**src/design/vsr_pkg.sv**
```systemverilog
// Constants for the output-voltage read-out block.
// Assumes a byte-wide register port and a 12-bit converter outside it.
package vsr_pkg;

  // ********************************
  // Register offsets
  // ********************************
  localparam logic [7:0] LOCAL_READING_OFFS = 8'h15;
  localparam logic [7:0] LOAD_READING_OFFS = 8'h16;
  localparam logic [7:0] READ_CTRL_OFFS = 8'h40;
  localparam logic [7:0] READ_STATUS_OFFS = 8'h41;

  // ********************************
  // Field layout
  // ********************************
  localparam int CODE_W = 12;
  localparam int READING_W = 16;
  localparam int BYTE_W = 8;
  localparam int RESULT_MSB = 15;
  localparam int RESULT_LSB = 4;
  localparam int RESERVED_W = 4;
  localparam int LOW_NIBBLE_W = 4;
  localparam int CTRL_HOLD_BIT = 0;
  localparam int STATUS_LOCAL_FRESH_BIT = 0;
  localparam int STATUS_LOAD_FRESH_BIT = 1;
  localparam int STATUS_SECOND_PEND_BIT = 2;

  // ********************************
  // Reset values
  // ********************************
  localparam logic [11:0] CODE_RESET = 12'h000;
  localparam logic [7:0] CTRL_RESET = 8'h01;
  localparam logic [7:0] RDATA_RESET = 8'h00;
  localparam logic [7:0] UNMAPPED_RDATA = 8'h00;
  localparam logic [3:0] RESERVED_VALUE = 4'h0;

  // ********************************
  // Converter scaling
  // ********************************
  localparam int FULL_SCALE_MV = 1550;
  localparam int LSB_UV = 378;
  localparam logic [11:0] CODE_AT_0V = 12'h000;
  localparam logic [11:0] CODE_AT_1V5 = 12'hf7c;
  localparam logic [11:0] CODE_AT_1V = 12'ha53;

  // ********************************
  // Byte phase of a two-read fetch
  // ********************************
  typedef enum logic [0:0] {
    VSR_PHASE_HIGH = 1'b0,
    VSR_PHASE_LOW = 1'b1
  } vsr_phase_e;

endpackage : vsr_pkg

```
**src/design/vsr_channel.sv**
```systemverilog
// One sense channel: latest converter code, frozen copy and freshness flag.
// Assumes sample_valid is a one-cycle strobe from the converter.
`timescale 1ns/100ps
module vsr_channel (
  input wire logic clk,
  input wire logic srst,
  input wire logic [11:0] sample_code,
  input wire logic sample_valid,
  input wire logic freeze,
  input wire logic hold_en,
  output logic [15:0] reading,
  output logic [3:0] frozen_low,
  output logic fresh
);

  logic [11:0] live_code;
  logic [11:0] held_code;
  logic [11:0] next_held_code;
  logic next_fresh;

  // linear code
  // Code is the converter step count, so no rescaling is applied here
  assign reading = {live_code, vsr_pkg::RESERVED_VALUE};

  assign next_held_code = freeze ? live_code : held_code;

  // Set wins so a sample landing on the read is not missed
  assign next_fresh = sample_valid | (fresh & ~freeze);

  // low nibble source
  // With hold off the low bits follow the live code and may tear
  assign frozen_low = hold_en ? held_code[3:0] : live_code[3:0];

  always_ff @(posedge clk) begin
    if (srst) begin
      live_code <= vsr_pkg::CODE_RESET;
      held_code <= vsr_pkg::CODE_RESET;
      fresh <= 1'b0;
    end else begin
      if (sample_valid) begin
        live_code <= sample_code;
      end
      held_code <= next_held_code;
      fresh <= next_fresh;
    end
  end

endmodule : vsr_channel

```
**src/design/vsr_readout.sv**
```systemverilog
// Top of the output-voltage read-out: register port and two sense channels.
// Assumes a byte register port with one-cycle strobes and read data one
// cycle after the read strobe; converter codes arrive with a valid strobe.
`timescale 1ns/100ps

// Contract
// - local result in bits 15:4, low reserved
// - load result in separate register likewise
// - first read returns upper eight result bits
// - second read returns low nibble, top
// - linear scale, 378 uV per step
// - zero volts reads code zero
// - 1.5 volts gives code 3964
// - one volt reads code 2643
module vsr_readout (
  input wire logic clk,
  input wire logic srst,
  input wire logic [11:0] local_sense_pin_code,
  input wire logic local_sense_pin_valid,
  input wire logic [11:0] load_sense_pin_code,
  input wire logic load_sense_pin_valid,
  input wire logic [7:0] reg_addr,
  input wire logic [7:0] reg_wdata,
  input wire logic reg_wr,
  input wire logic reg_rd,
  output logic [7:0] reg_rdata,
  output logic [15:0] local_reading,
  output logic [15:0] load_reading
);

  // ********************************
  // Declarations
  // ********************************
  logic [7:0] ctrl;
  logic [7:0] next_ctrl;
  logic [7:0] next_rdata;
  logic [7:0] pend_addr;
  logic [7:0] next_pend_addr;
  vsr_pkg::vsr_phase_e phase;
  vsr_pkg::vsr_phase_e next_phase;
  wire logic hold_en;
  wire logic hit_local;
  wire logic hit_load;
  wire logic hit_ctrl;
  wire logic hit_status;
  wire logic hit_reading;
  wire logic second_read;
  wire logic first_read;
  wire logic freeze_local;
  wire logic freeze_load;
  wire logic [15:0] local_word;
  wire logic [15:0] load_word;
  wire logic [3:0] local_low;
  wire logic [3:0] load_low;
  wire logic local_fresh;
  wire logic load_fresh;
  wire logic [7:0] status_byte;
  wire logic [7:0] high_byte;
  wire logic [7:0] low_byte;
  wire logic [7:0] reading_byte;

  function automatic logic [7:0] upper_byte(input logic [15:0] word);
    upper_byte = word[vsr_pkg::RESULT_MSB -: vsr_pkg::BYTE_W];
  endfunction : upper_byte

  function automatic logic [7:0] low_nibble_byte(input logic [3:0] nib);
    low_nibble_byte = {nib, vsr_pkg::RESERVED_VALUE};
  endfunction : low_nibble_byte

  // ********************************
  // Address decode
  // ********************************
  assign hit_local = (reg_addr == vsr_pkg::LOCAL_READING_OFFS);
  assign hit_load = (reg_addr == vsr_pkg::LOAD_READING_OFFS);
  assign hit_ctrl = (reg_addr == vsr_pkg::READ_CTRL_OFFS);
  assign hit_status = (reg_addr == vsr_pkg::READ_STATUS_OFFS);
  assign hit_reading = hit_local | hit_load;
  assign hold_en = ctrl[vsr_pkg::CTRL_HOLD_BIT];

  // pair tracking
  // Any other access between the two reads restarts the pair
  assign second_read = reg_rd & hit_reading & (phase == vsr_pkg::VSR_PHASE_LOW)
                       & (reg_addr == pend_addr);
  assign first_read = reg_rd & hit_reading & ~second_read;

  assign freeze_local = first_read & hit_local;
  assign freeze_load = first_read & hit_load;

  always_comb begin
    next_phase = phase;
    next_pend_addr = pend_addr;
    if (reg_wr | (reg_rd & ~hit_reading)) begin
      next_phase = vsr_pkg::VSR_PHASE_HIGH;
    end else if (first_read) begin
      next_phase = vsr_pkg::VSR_PHASE_LOW;
      next_pend_addr = reg_addr;
    end else if (second_read) begin
      next_phase = vsr_pkg::VSR_PHASE_HIGH;
    end
  end

  // ********************************
  // Sense channels
  // ********************************
  // local channel
  vsr_channel u_local (
    .clk(clk),
    .srst(srst),
    .sample_code(local_sense_pin_code),
    .sample_valid(local_sense_pin_valid),
    .freeze(freeze_local),
    .hold_en(hold_en),
    .reading(local_word),
    .frozen_low(local_low),
    .fresh(local_fresh)
  );

  vsr_channel u_load (
    .clk(clk),
    .srst(srst),
    .sample_code(load_sense_pin_code),
    .sample_valid(load_sense_pin_valid),
    .freeze(freeze_load),
    .hold_en(hold_en),
    .reading(load_word),
    .frozen_low(load_low),
    .fresh(load_fresh)
  );

  // ********************************
  // Read data selection
  // ********************************
  // upper eight bits
  assign high_byte = hit_local ? upper_byte(local_word) : upper_byte(load_word);

  assign low_byte = hit_local ? low_nibble_byte(local_low) : low_nibble_byte(load_low);

  assign reading_byte = second_read ? low_byte : high_byte;

  assign status_byte = {5'h00,
                        (phase == vsr_pkg::VSR_PHASE_LOW),
                        load_fresh,
                        local_fresh};

  assign next_rdata = !reg_rd ? vsr_pkg::RDATA_RESET :
                      hit_reading ? reading_byte :
                      hit_ctrl ? ctrl :
                      hit_status ? status_byte :
                      vsr_pkg::UNMAPPED_RDATA;

  // Only the hold bit is writable; the reading registers ignore writes
  assign next_ctrl = (reg_wr & hit_ctrl) ? {7'h00, reg_wdata[vsr_pkg::CTRL_HOLD_BIT]} : ctrl;

  // ********************************
  // Registers
  // ********************************
  always_ff @(posedge clk) begin
    if (srst) begin
      ctrl <= vsr_pkg::CTRL_RESET;
    end else begin
      ctrl <= next_ctrl;
    end
  end

  always_ff @(posedge clk) begin
    if (srst) begin
      phase <= vsr_pkg::VSR_PHASE_HIGH;
      pend_addr <= 8'h00;
    end else begin
      phase <= next_phase;
      pend_addr <= next_pend_addr;
    end
  end

  // byte one cycle on
  // Idle cycles return zero so a stale byte is never read twice
  always_ff @(posedge clk) begin
    if (srst) begin
      reg_rdata <= vsr_pkg::RDATA_RESET;
    end else begin
      reg_rdata <= next_rdata;
    end
  end

  // Mirrors keep every top output on a flip-flop
  always_ff @(posedge clk) begin
    if (srst) begin
      local_reading <= {vsr_pkg::CODE_RESET, vsr_pkg::RESERVED_VALUE};
      load_reading <= {vsr_pkg::CODE_RESET, vsr_pkg::RESERVED_VALUE};
    end else begin
      local_reading <= local_word;
      load_reading <= load_word;
    end
  end

endmodule : vsr_readout

```
**config.mk**
```make
export PLATFORM = sky130hd
export DESIGN_NAME = vsr_readout
export DESIGN_NICKNAME = d
export VERILOG_FILES = /design/src/design/vsr_pkg.sv /design/src/design/vsr_channel.sv /design/src/design/vsr_readout.sv
export SDC_FILE = /design/constraint.sdc
export NUM_CORES = 1
export LEC_CHECK = 0
export BUFFER_PORTS_ARGS = -buffer_cell sky130_fd_sc_hd__buf_2
export CAP_MARGIN = 0
export CORE_MARGIN = 5
export CORE_UTILIZATION = 30
export CTS_CLUSTER_DIAMETER = 150
export CTS_CLUSTER_SIZE = 10
export DETAILED_ROUTE_END_ITERATION = 16
export GPL_ROUTABILITY_DRIVEN = 0
export PLACE_DENSITY_LB_ADDON = 0.2
export SLEW_MARGIN = 25
export SYNTH_ARGS = -nofsm -noshare
export SYNTH_HDL_FRONTEND = slang
export SYNTH_SLANG_ARGS = --single-unit
```
**constraint.sdc**
```tcl
create_clock -name clk -period 2.73 [get_ports clk]
set_input_delay 0.1365 -clock clk [delete_from_list [all_inputs] [get_ports clk]]
set_output_delay 0.1365 -clock clk [all_outputs]
set_load 0.01 [all_outputs]
```
==> impl_metrics.toml, run 1 <==
[layout]
area_growth_pct = 23.53
drive_gt1_share_pct = 31.49
fin_area_mm2 = 0.003632
fin_util_pct = 37.51
fin_nets = 384
multi_input_area_mm2 = 0.001309
num_antenna_cells = 0
regArea_mm2 = 0.001521
n_fill_cell = 1005

[placement]
place_area_mm2 = 0.003385
portBuffers = 70
place_hpwl_um = 4686

[synthesis]
syn_area_per_cell_um2 = 10.93
synth_area_leaders = "dfxtp_1 (52%), mux2i_1 (12%), nor2b_1 (7.0%)"
yosysSeqAreaShare_pct = 51.74
yosysMostFrequentCell = "dfxtp_1"
synthCells = 269
ys_seq_elements = 76
ys.flop_type = "dfxtp_1"
ys_types = 39
async_reset_ff_share_pct = 0
synthTopCellsByCount = "dfxtp_1 (76), mux2i_1 (34), nor2b_1 (33)"
yosys.area.top_type = "dfxtp_1"
yosys_warnings = 0
synth_edf_count = 0
synth_area_mm2 = 0.002940
synth_top_area_share_pct = 51.74

[worst_setup_path]
cp_max_fo = 11
startpoint_type = "flip-flop"
r2r_cells = 5
reg2reg_setup_slack_ns = 0.87
r2r_start = "pend_addr[4]$_SDFFE_PP0P_"
cp-end-kind = "flip-flop"
path_class = "flip-flop to flip-flop"
cp-startpoint = "pend_addr[4]$_SDFFE_PP0P_"
crit_arrival_ns = 2.09
required_ns = 2.96
reg2reg_to = "u_load.held_code[2]$_SDFFE_PP0P_"
crit_end = "u_load.held_code[2]$_SDFFE_PP0P_"

[global_routing]
grt_pass1_vias = 1988
grt_use_total_pct = 11.42
grt_pass1_wl_um = 10250
grt-ovfl-total = 0
antenna_found_initial = 0
grt_max_degree = 42

[sta]
max-slew-margin-rel_pct = 52.86
clock_skew_ns = 0.008618
rsz0062_at_grt = "false"
finalSetupTns_ns = 0
max_freq_ghz = 0.5389
slew_viol_final = 0
min_period_over_period_pct = 67.97
post-route-min-period_ns = 1.856
worst_pin_slew_ns = 0.7017
finalHoldViolCount = 0
holdWs_ns = 0.01773
setup_viol_count_final = 0

[routing]
detail_route.wl_per_cell_um = 13.39
wl_um = 6376
viasPerCell = 4.235
vias = 2016
first_pass_iters = 4
drc = 0
ant_nets = 0
drtIter0Drc = 95

[power_and_ir_drop]
leakagePower_nw = 1.589
p_int_w = 0.001834
p_clk_share_pct = 44.0
total_power_w = 0.002367
ir_drop_uv = 310.9
p_comb_share_pct = 6.9
p_sw_share_pct = 22.53
p_switching_w = 0.0005334
p_per_area_mw_per_mm2 = 651.8
p_seq_share_pct = 49.1

[floorplan]
die-area_mm2 = 0.01188
fp.dieW_um = 109
io_pins = 86
start_util_pct = 30.36
core-area_mm2 = 0.009684
num_rows = 36
die_h_um = 109

[clock_network]
cts_setup_buffers = 0
clock_path_buffers = 2
ctsHoldBuffers = 0
numCtsBuffers = 9
cts_resized = 0
cts_sinks = 76
ctsRootBufferMaster = "clkbuf_8"
cts.clk_slew.worst_paths_ns = 0.08
insertion_delay_ns = 0.34
cts_tree = "done"
h-tree-depth = 3

[min_path]
hold_path_class = "input pin to flip-flop"
worstHoldStart = "reg_wdata[0]"

[run]
maxCapViolCount = 0

[status]
outcome = "finished, final reports clean"
-- layer usage --
layer  track usage (%)  vias to the layer above  share of wire, %
met4             3.517                        0               1.2
met5                 0                        -                 0
met2             16.18                       62                43
li1                  -                     1038                 -
met1             16.13                      911                50
met3             4.085                        5               6.3
-- metrics by stage --
step / cells / setup WS (ns)
3_3_place_gp: 460 / 0.7965
2_1_floorplan: 276 / 1.094
4_1_cts: 476 / 0.8446
6_report: 476 / 0.8745
5_1_grt: 476 / 0.7381
3_5_place_dp: 460 / 0.7868
-- flip-flops by register name, indices dropped and copies added, names as in the netlist --
signal	cells
reg_rdata	8
phase	1
load_reading	12
ctrl	1
pend_addr	8
u_local.live_code	12
local_reading	12
u_local.held_code	4
u_load.live_code	12
u_load.fresh	1
u_load.held_code	4
u_local.fresh	1
-- worst max-delay path: stages, from the launching register on --
cell     delay (ns)
dfxtp_1        0.32
xnor2_1        0.16
nand4_1        0.17
or3_1          0.54
nand2_2        0.20
mux2_2         0.34
-- power groups by stage --
stage	clock network [W]	registers [W]	logic, W
floorplan	0	0.00119	0.000103
global placement	0	0.00119	0.000166
detailed placement	0	0.00119	0.000167
CTS	0.00107	0.00116	0.000167
global route	0.00113	0.00117	0.000183
finish	0.00104	0.00116	0.000164
-- worst min-delay path by stage --
stage | end | slack, ns | cells after the start
final | ctrl[0]$_SDFFE_PP1P_ | 0.02 | 3
after global routing | u_load.live_code[10]$_SDFFE_PP0P_ | 0.009 | 3
after detailed placement | ctrl[0]$_SDFFE_PP1P_ | 0.37 | 3
after global placement | ctrl[0]$_SDFFE_PP1P_ | 0.37 | 3
after CTS | ctrl[0]$_SDFFE_PP1P_ | 0.006 | 3
after floorplan | phase$_SDFFE_PP0P_ | 0.21 | 1
-- cell usage in the layout, fill, tap and decap left out, types with 2 or more instances in the layout --
| master | n |
|---|---|
| clkinv_4 | 2 |
| nor3_1 | 2 |
| bufinv_16 | 3 |
| conb_1 | 8 |
| dfxtp_1 | 76 |
| nand3_1 | 3 |
| buf_4 | 3 |
| mux2_2 | 8 |
| nor2b_1 | 33 |
| inv_1 | 4 |
| nand3b_1 | 2 |
| nor3b_1 | 4 |
| mux2i_1 | 34 |
| a21oi_1 | 2 |
| mux4_2 | 4 |
| nand2b_1 | 4 |
| nor2_1 | 30 |
| buf_2 | 70 |
| nor3_4 | 2 |
| a211oi_1 | 4 |
| o22ai_1 | 3 |
| or3_4 | 2 |
| xnor2_1 | 8 |
| clkbuf_8 | 9 |
| nand2_1 | 5 |
| o21a_1 | 3 |
-- final cells by class --
cell class	count	share of cell area [%]
tap	133	4.581
sequential	76	41.89
clock inverter	7	3.410
timing repair buffer	73	10.27
inverter	4	0.4134
clock buffer	9	3.410
multi-input combinational	174	36.03
-- cell families after synthesis --
kind of cell | count (synthesis) | synth area share (%)
simple gates | 95 | 19.06
flops | 76 | 51.74
mux | 46 | 17.70
buf+inv | 26 | 4.638
compound gates | 17 | 4.341
xor+xnor | 8 | 2.383
other cells | 1 | 0.1275
(Power assumes the default switching activity.)
==> run 2, diff against run 1 <==
Clock period 2.73 ns to 1.8 ns, I/O delays scaled along.
==> run 2 against run 1 <==
Effect of this change: via count increased by 3.5%; cell count increased by 7.1%; first-iteration DRC count decreased by 31%; sequential cell count unchanged; clock power increased by 37%; global-route usage increased by 0.59 points; sequential power increased by 52%; setup slack got worse by 0.76 ns; clock skew decreased by 0.0029 ns; core utilization increased by 3.0 points; register-to-register slack got worse by 0.76 ns; cell area increased by 8.0%; critical endpoint is now u_load.held_code[3]$_SDFFE_PP0P_; largest cell class unchanged.
==> impl_metrics.toml, run 2 (synthesis results as in run 1) <==
[power_and_ir_drop]
p_int_w = 0.002670
p_switching_w = 0.0008092
p_comb_share_pct = 8.5
p_seq_share_pct = 50.7
p_clk_share_pct = 40.8
ir_drop_uv = 411.8
total_power_w = 0.003479
leakagePower_nw = 1.715
p_sw_share_pct = 23.26
p_per_area_mw_per_mm2 = 887.2

[global_routing]
grt_use_total_pct = 12.01
grt_pass1_vias = 2205
grt_max_degree = 37
grt_pass1_wl_um = 10830
antenna_found_initial = 0
grt-ovfl-total = 0

[min_path]
min_path_cells = 2
hold_path_class = "input pin to flip-flop"

[clock_network]
ctsHoldBuffers = 26
cts_setup_buffers = 0
cts_tree = "done"
insertion_delay_ns = 0.35
h-tree-depth = 3
clock_path_buffers = 2
cts.clk_slew.worst_paths_ns = 0.08
numCtsBuffers = 9
ctsRootBufferMaster = "clkbuf_8"
cts_resized = 0
cts_sinks = 76

[floorplan]
die-area_mm2 = 0.01188
num_rows = 36
start_util_pct = 30.36
core-area_mm2 = 0.009684
die_h_um = 109
io_pins = 86
fp.dieW_um = 109

[sta]
finalHoldViolCount = 0
slew_viol_final = 0
min_period_over_period_pct = 93.42
setup_viol_count_final = 0
post-route-min-period_ns = 1.682
rsz0062_at_grt = "false"
clock_skew_ns = 0.005708
max_freq_ghz = 0.5947

[worst_setup_path]
cp_max_fo = 4
cp-end-kind = "flip-flop"
crit_arrival_ns = 1.92
startpoint_type = "flip-flop"
crit_chain = "xnor2_1 > nand3_1 > or3_1 > nand2_2 > mux2_2"
required_ns = 2.04
slowest_stage = "or3_1"
path_class = "flip-flop to flip-flop"
r2r_cells = 5
max_stage_delay_ns = 0.41

[routing]
detail_route.wl_per_cell_um = 13.19
vias = 2087
drc = 0
viasPerCell = 4.092
ant_nets = 0
drtIter0Drc = 66
wl_um = 6728
first_pass_iters = 4

[layout]
drive_gt1_share_pct = 30.50
final_common_cell = "dfxtp_1"
final_cell_mix = "dfxtp_1 (76), buf_2 (70), mux2i_1 (34)"
area_growth_pct = 33.36
fin_nets = 418
num_antenna_cells = 0
fin_area_mm2 = 0.003921

[placement]
portBuffers = 70
place_hpwl_um = 4862
place_area_mm2 = 0.003445

[run]
maxCapViolCount = 0

[status]
outcome = "finished, final reports clean"
[run 2: cell count changes in the layout (fill, tap and decap cells not counted), sizes merged]
cell / delta
buf: +8
bufinv: -1
clkbuf: +1
clkinv: -1
clkinvlp: +2
dlygate4sd3: +26
inv: -1
[run 2: area by class of cell]
type                            instances  area, um^2
Clock buffer                           10       127.6
Clock inverter                          6       88.84
Fill cell                             990        5763
Inverter                                4       15.01
Multi-Input combinational cell        174        1309
Sequential cell                        76        1521
Tap cell                              133       166.4
Timing Repair Buffer                  107       693.2
[run 2: critical path: cells and delay by family (launching register included)]
kind                      cells  cell delay [ns]
xor gates and xnor gates      1             0.20
DFF                           1             0.32
muxes                         1             0.34
and+or+nand+nor               3             0.70
[run 2: path summary, 6_finish.rpt]
kind | start | to | slack [ns]
worst max-delay path | pend_addr[5]$_SDFFE_PP0P_ | u_load.held_code[3]$_SDFFE_PP0P_ | 0.12
worst min-delay path | srst | pend_addr[6]$_SDFFE_PP0P_ | 0.03
worst max register to register | pend_addr[5]$_SDFFE_PP0P_ | u_load.held_code[3]$_SDFFE_PP0P_ | 0.12
worst min register to register | u_local.fresh$_SDFF_PP0_ | u_local.fresh$_SDFF_PP0_ | 0.46
[run 2: stage by stage]
stage | TNS, ns | util [%] | std cells | setup slack, ns | hold slack (ns)
5_1_grt | 0 | 40.49 | 510 | 0.03140 | 0.04684
4_1_cts | 0 | 40.49 | 510 | 0.1022 | 0.01763
3_5_place_dp | -0.007789 | 35.57 | 468 | -0.004679 | 0.3269
6_report | 0 | 40.49 | 510 | 0.1184 | 0.02661
2_1_floorplan | 0 | - | 276 | 0.1931 | 0.1668
3_3_place_gp | 0 | 35.57 | 468 | 0.01423 | 0.3200
[run 2: power groups by stage]
stage	combinational, W	clock [W]	sequential [W]
3_5_place_dp	0.000255	0	0.00180
6_report	0.000295	0.00142	0.00176
5_1_grt	0.000331	0.00155	0.00177
4_1_cts	0.000301	0.00148	0.00177
3_3_place_gp	0.000255	0	0.00180
2_1_floorplan	0.000156	0	0.00181
[run 2: per-layer routing]
| layer | vias up | routed length [um] | track usage (%) | share of wire, % |
|---|---|---|---|---|
| li1 | 1108 | - | - | - |
| met1 | 917 | 3344 | 16.33 | 50 |
| met2 | 53 | 2905 | 17.76 | 43 |
| met3 | 9 | 377 | 3.434 | 5.6 |
| met4 | 0 | 99 | 5.050 | 1.5 |
| met5 | - | 0 | 0 | 0 |
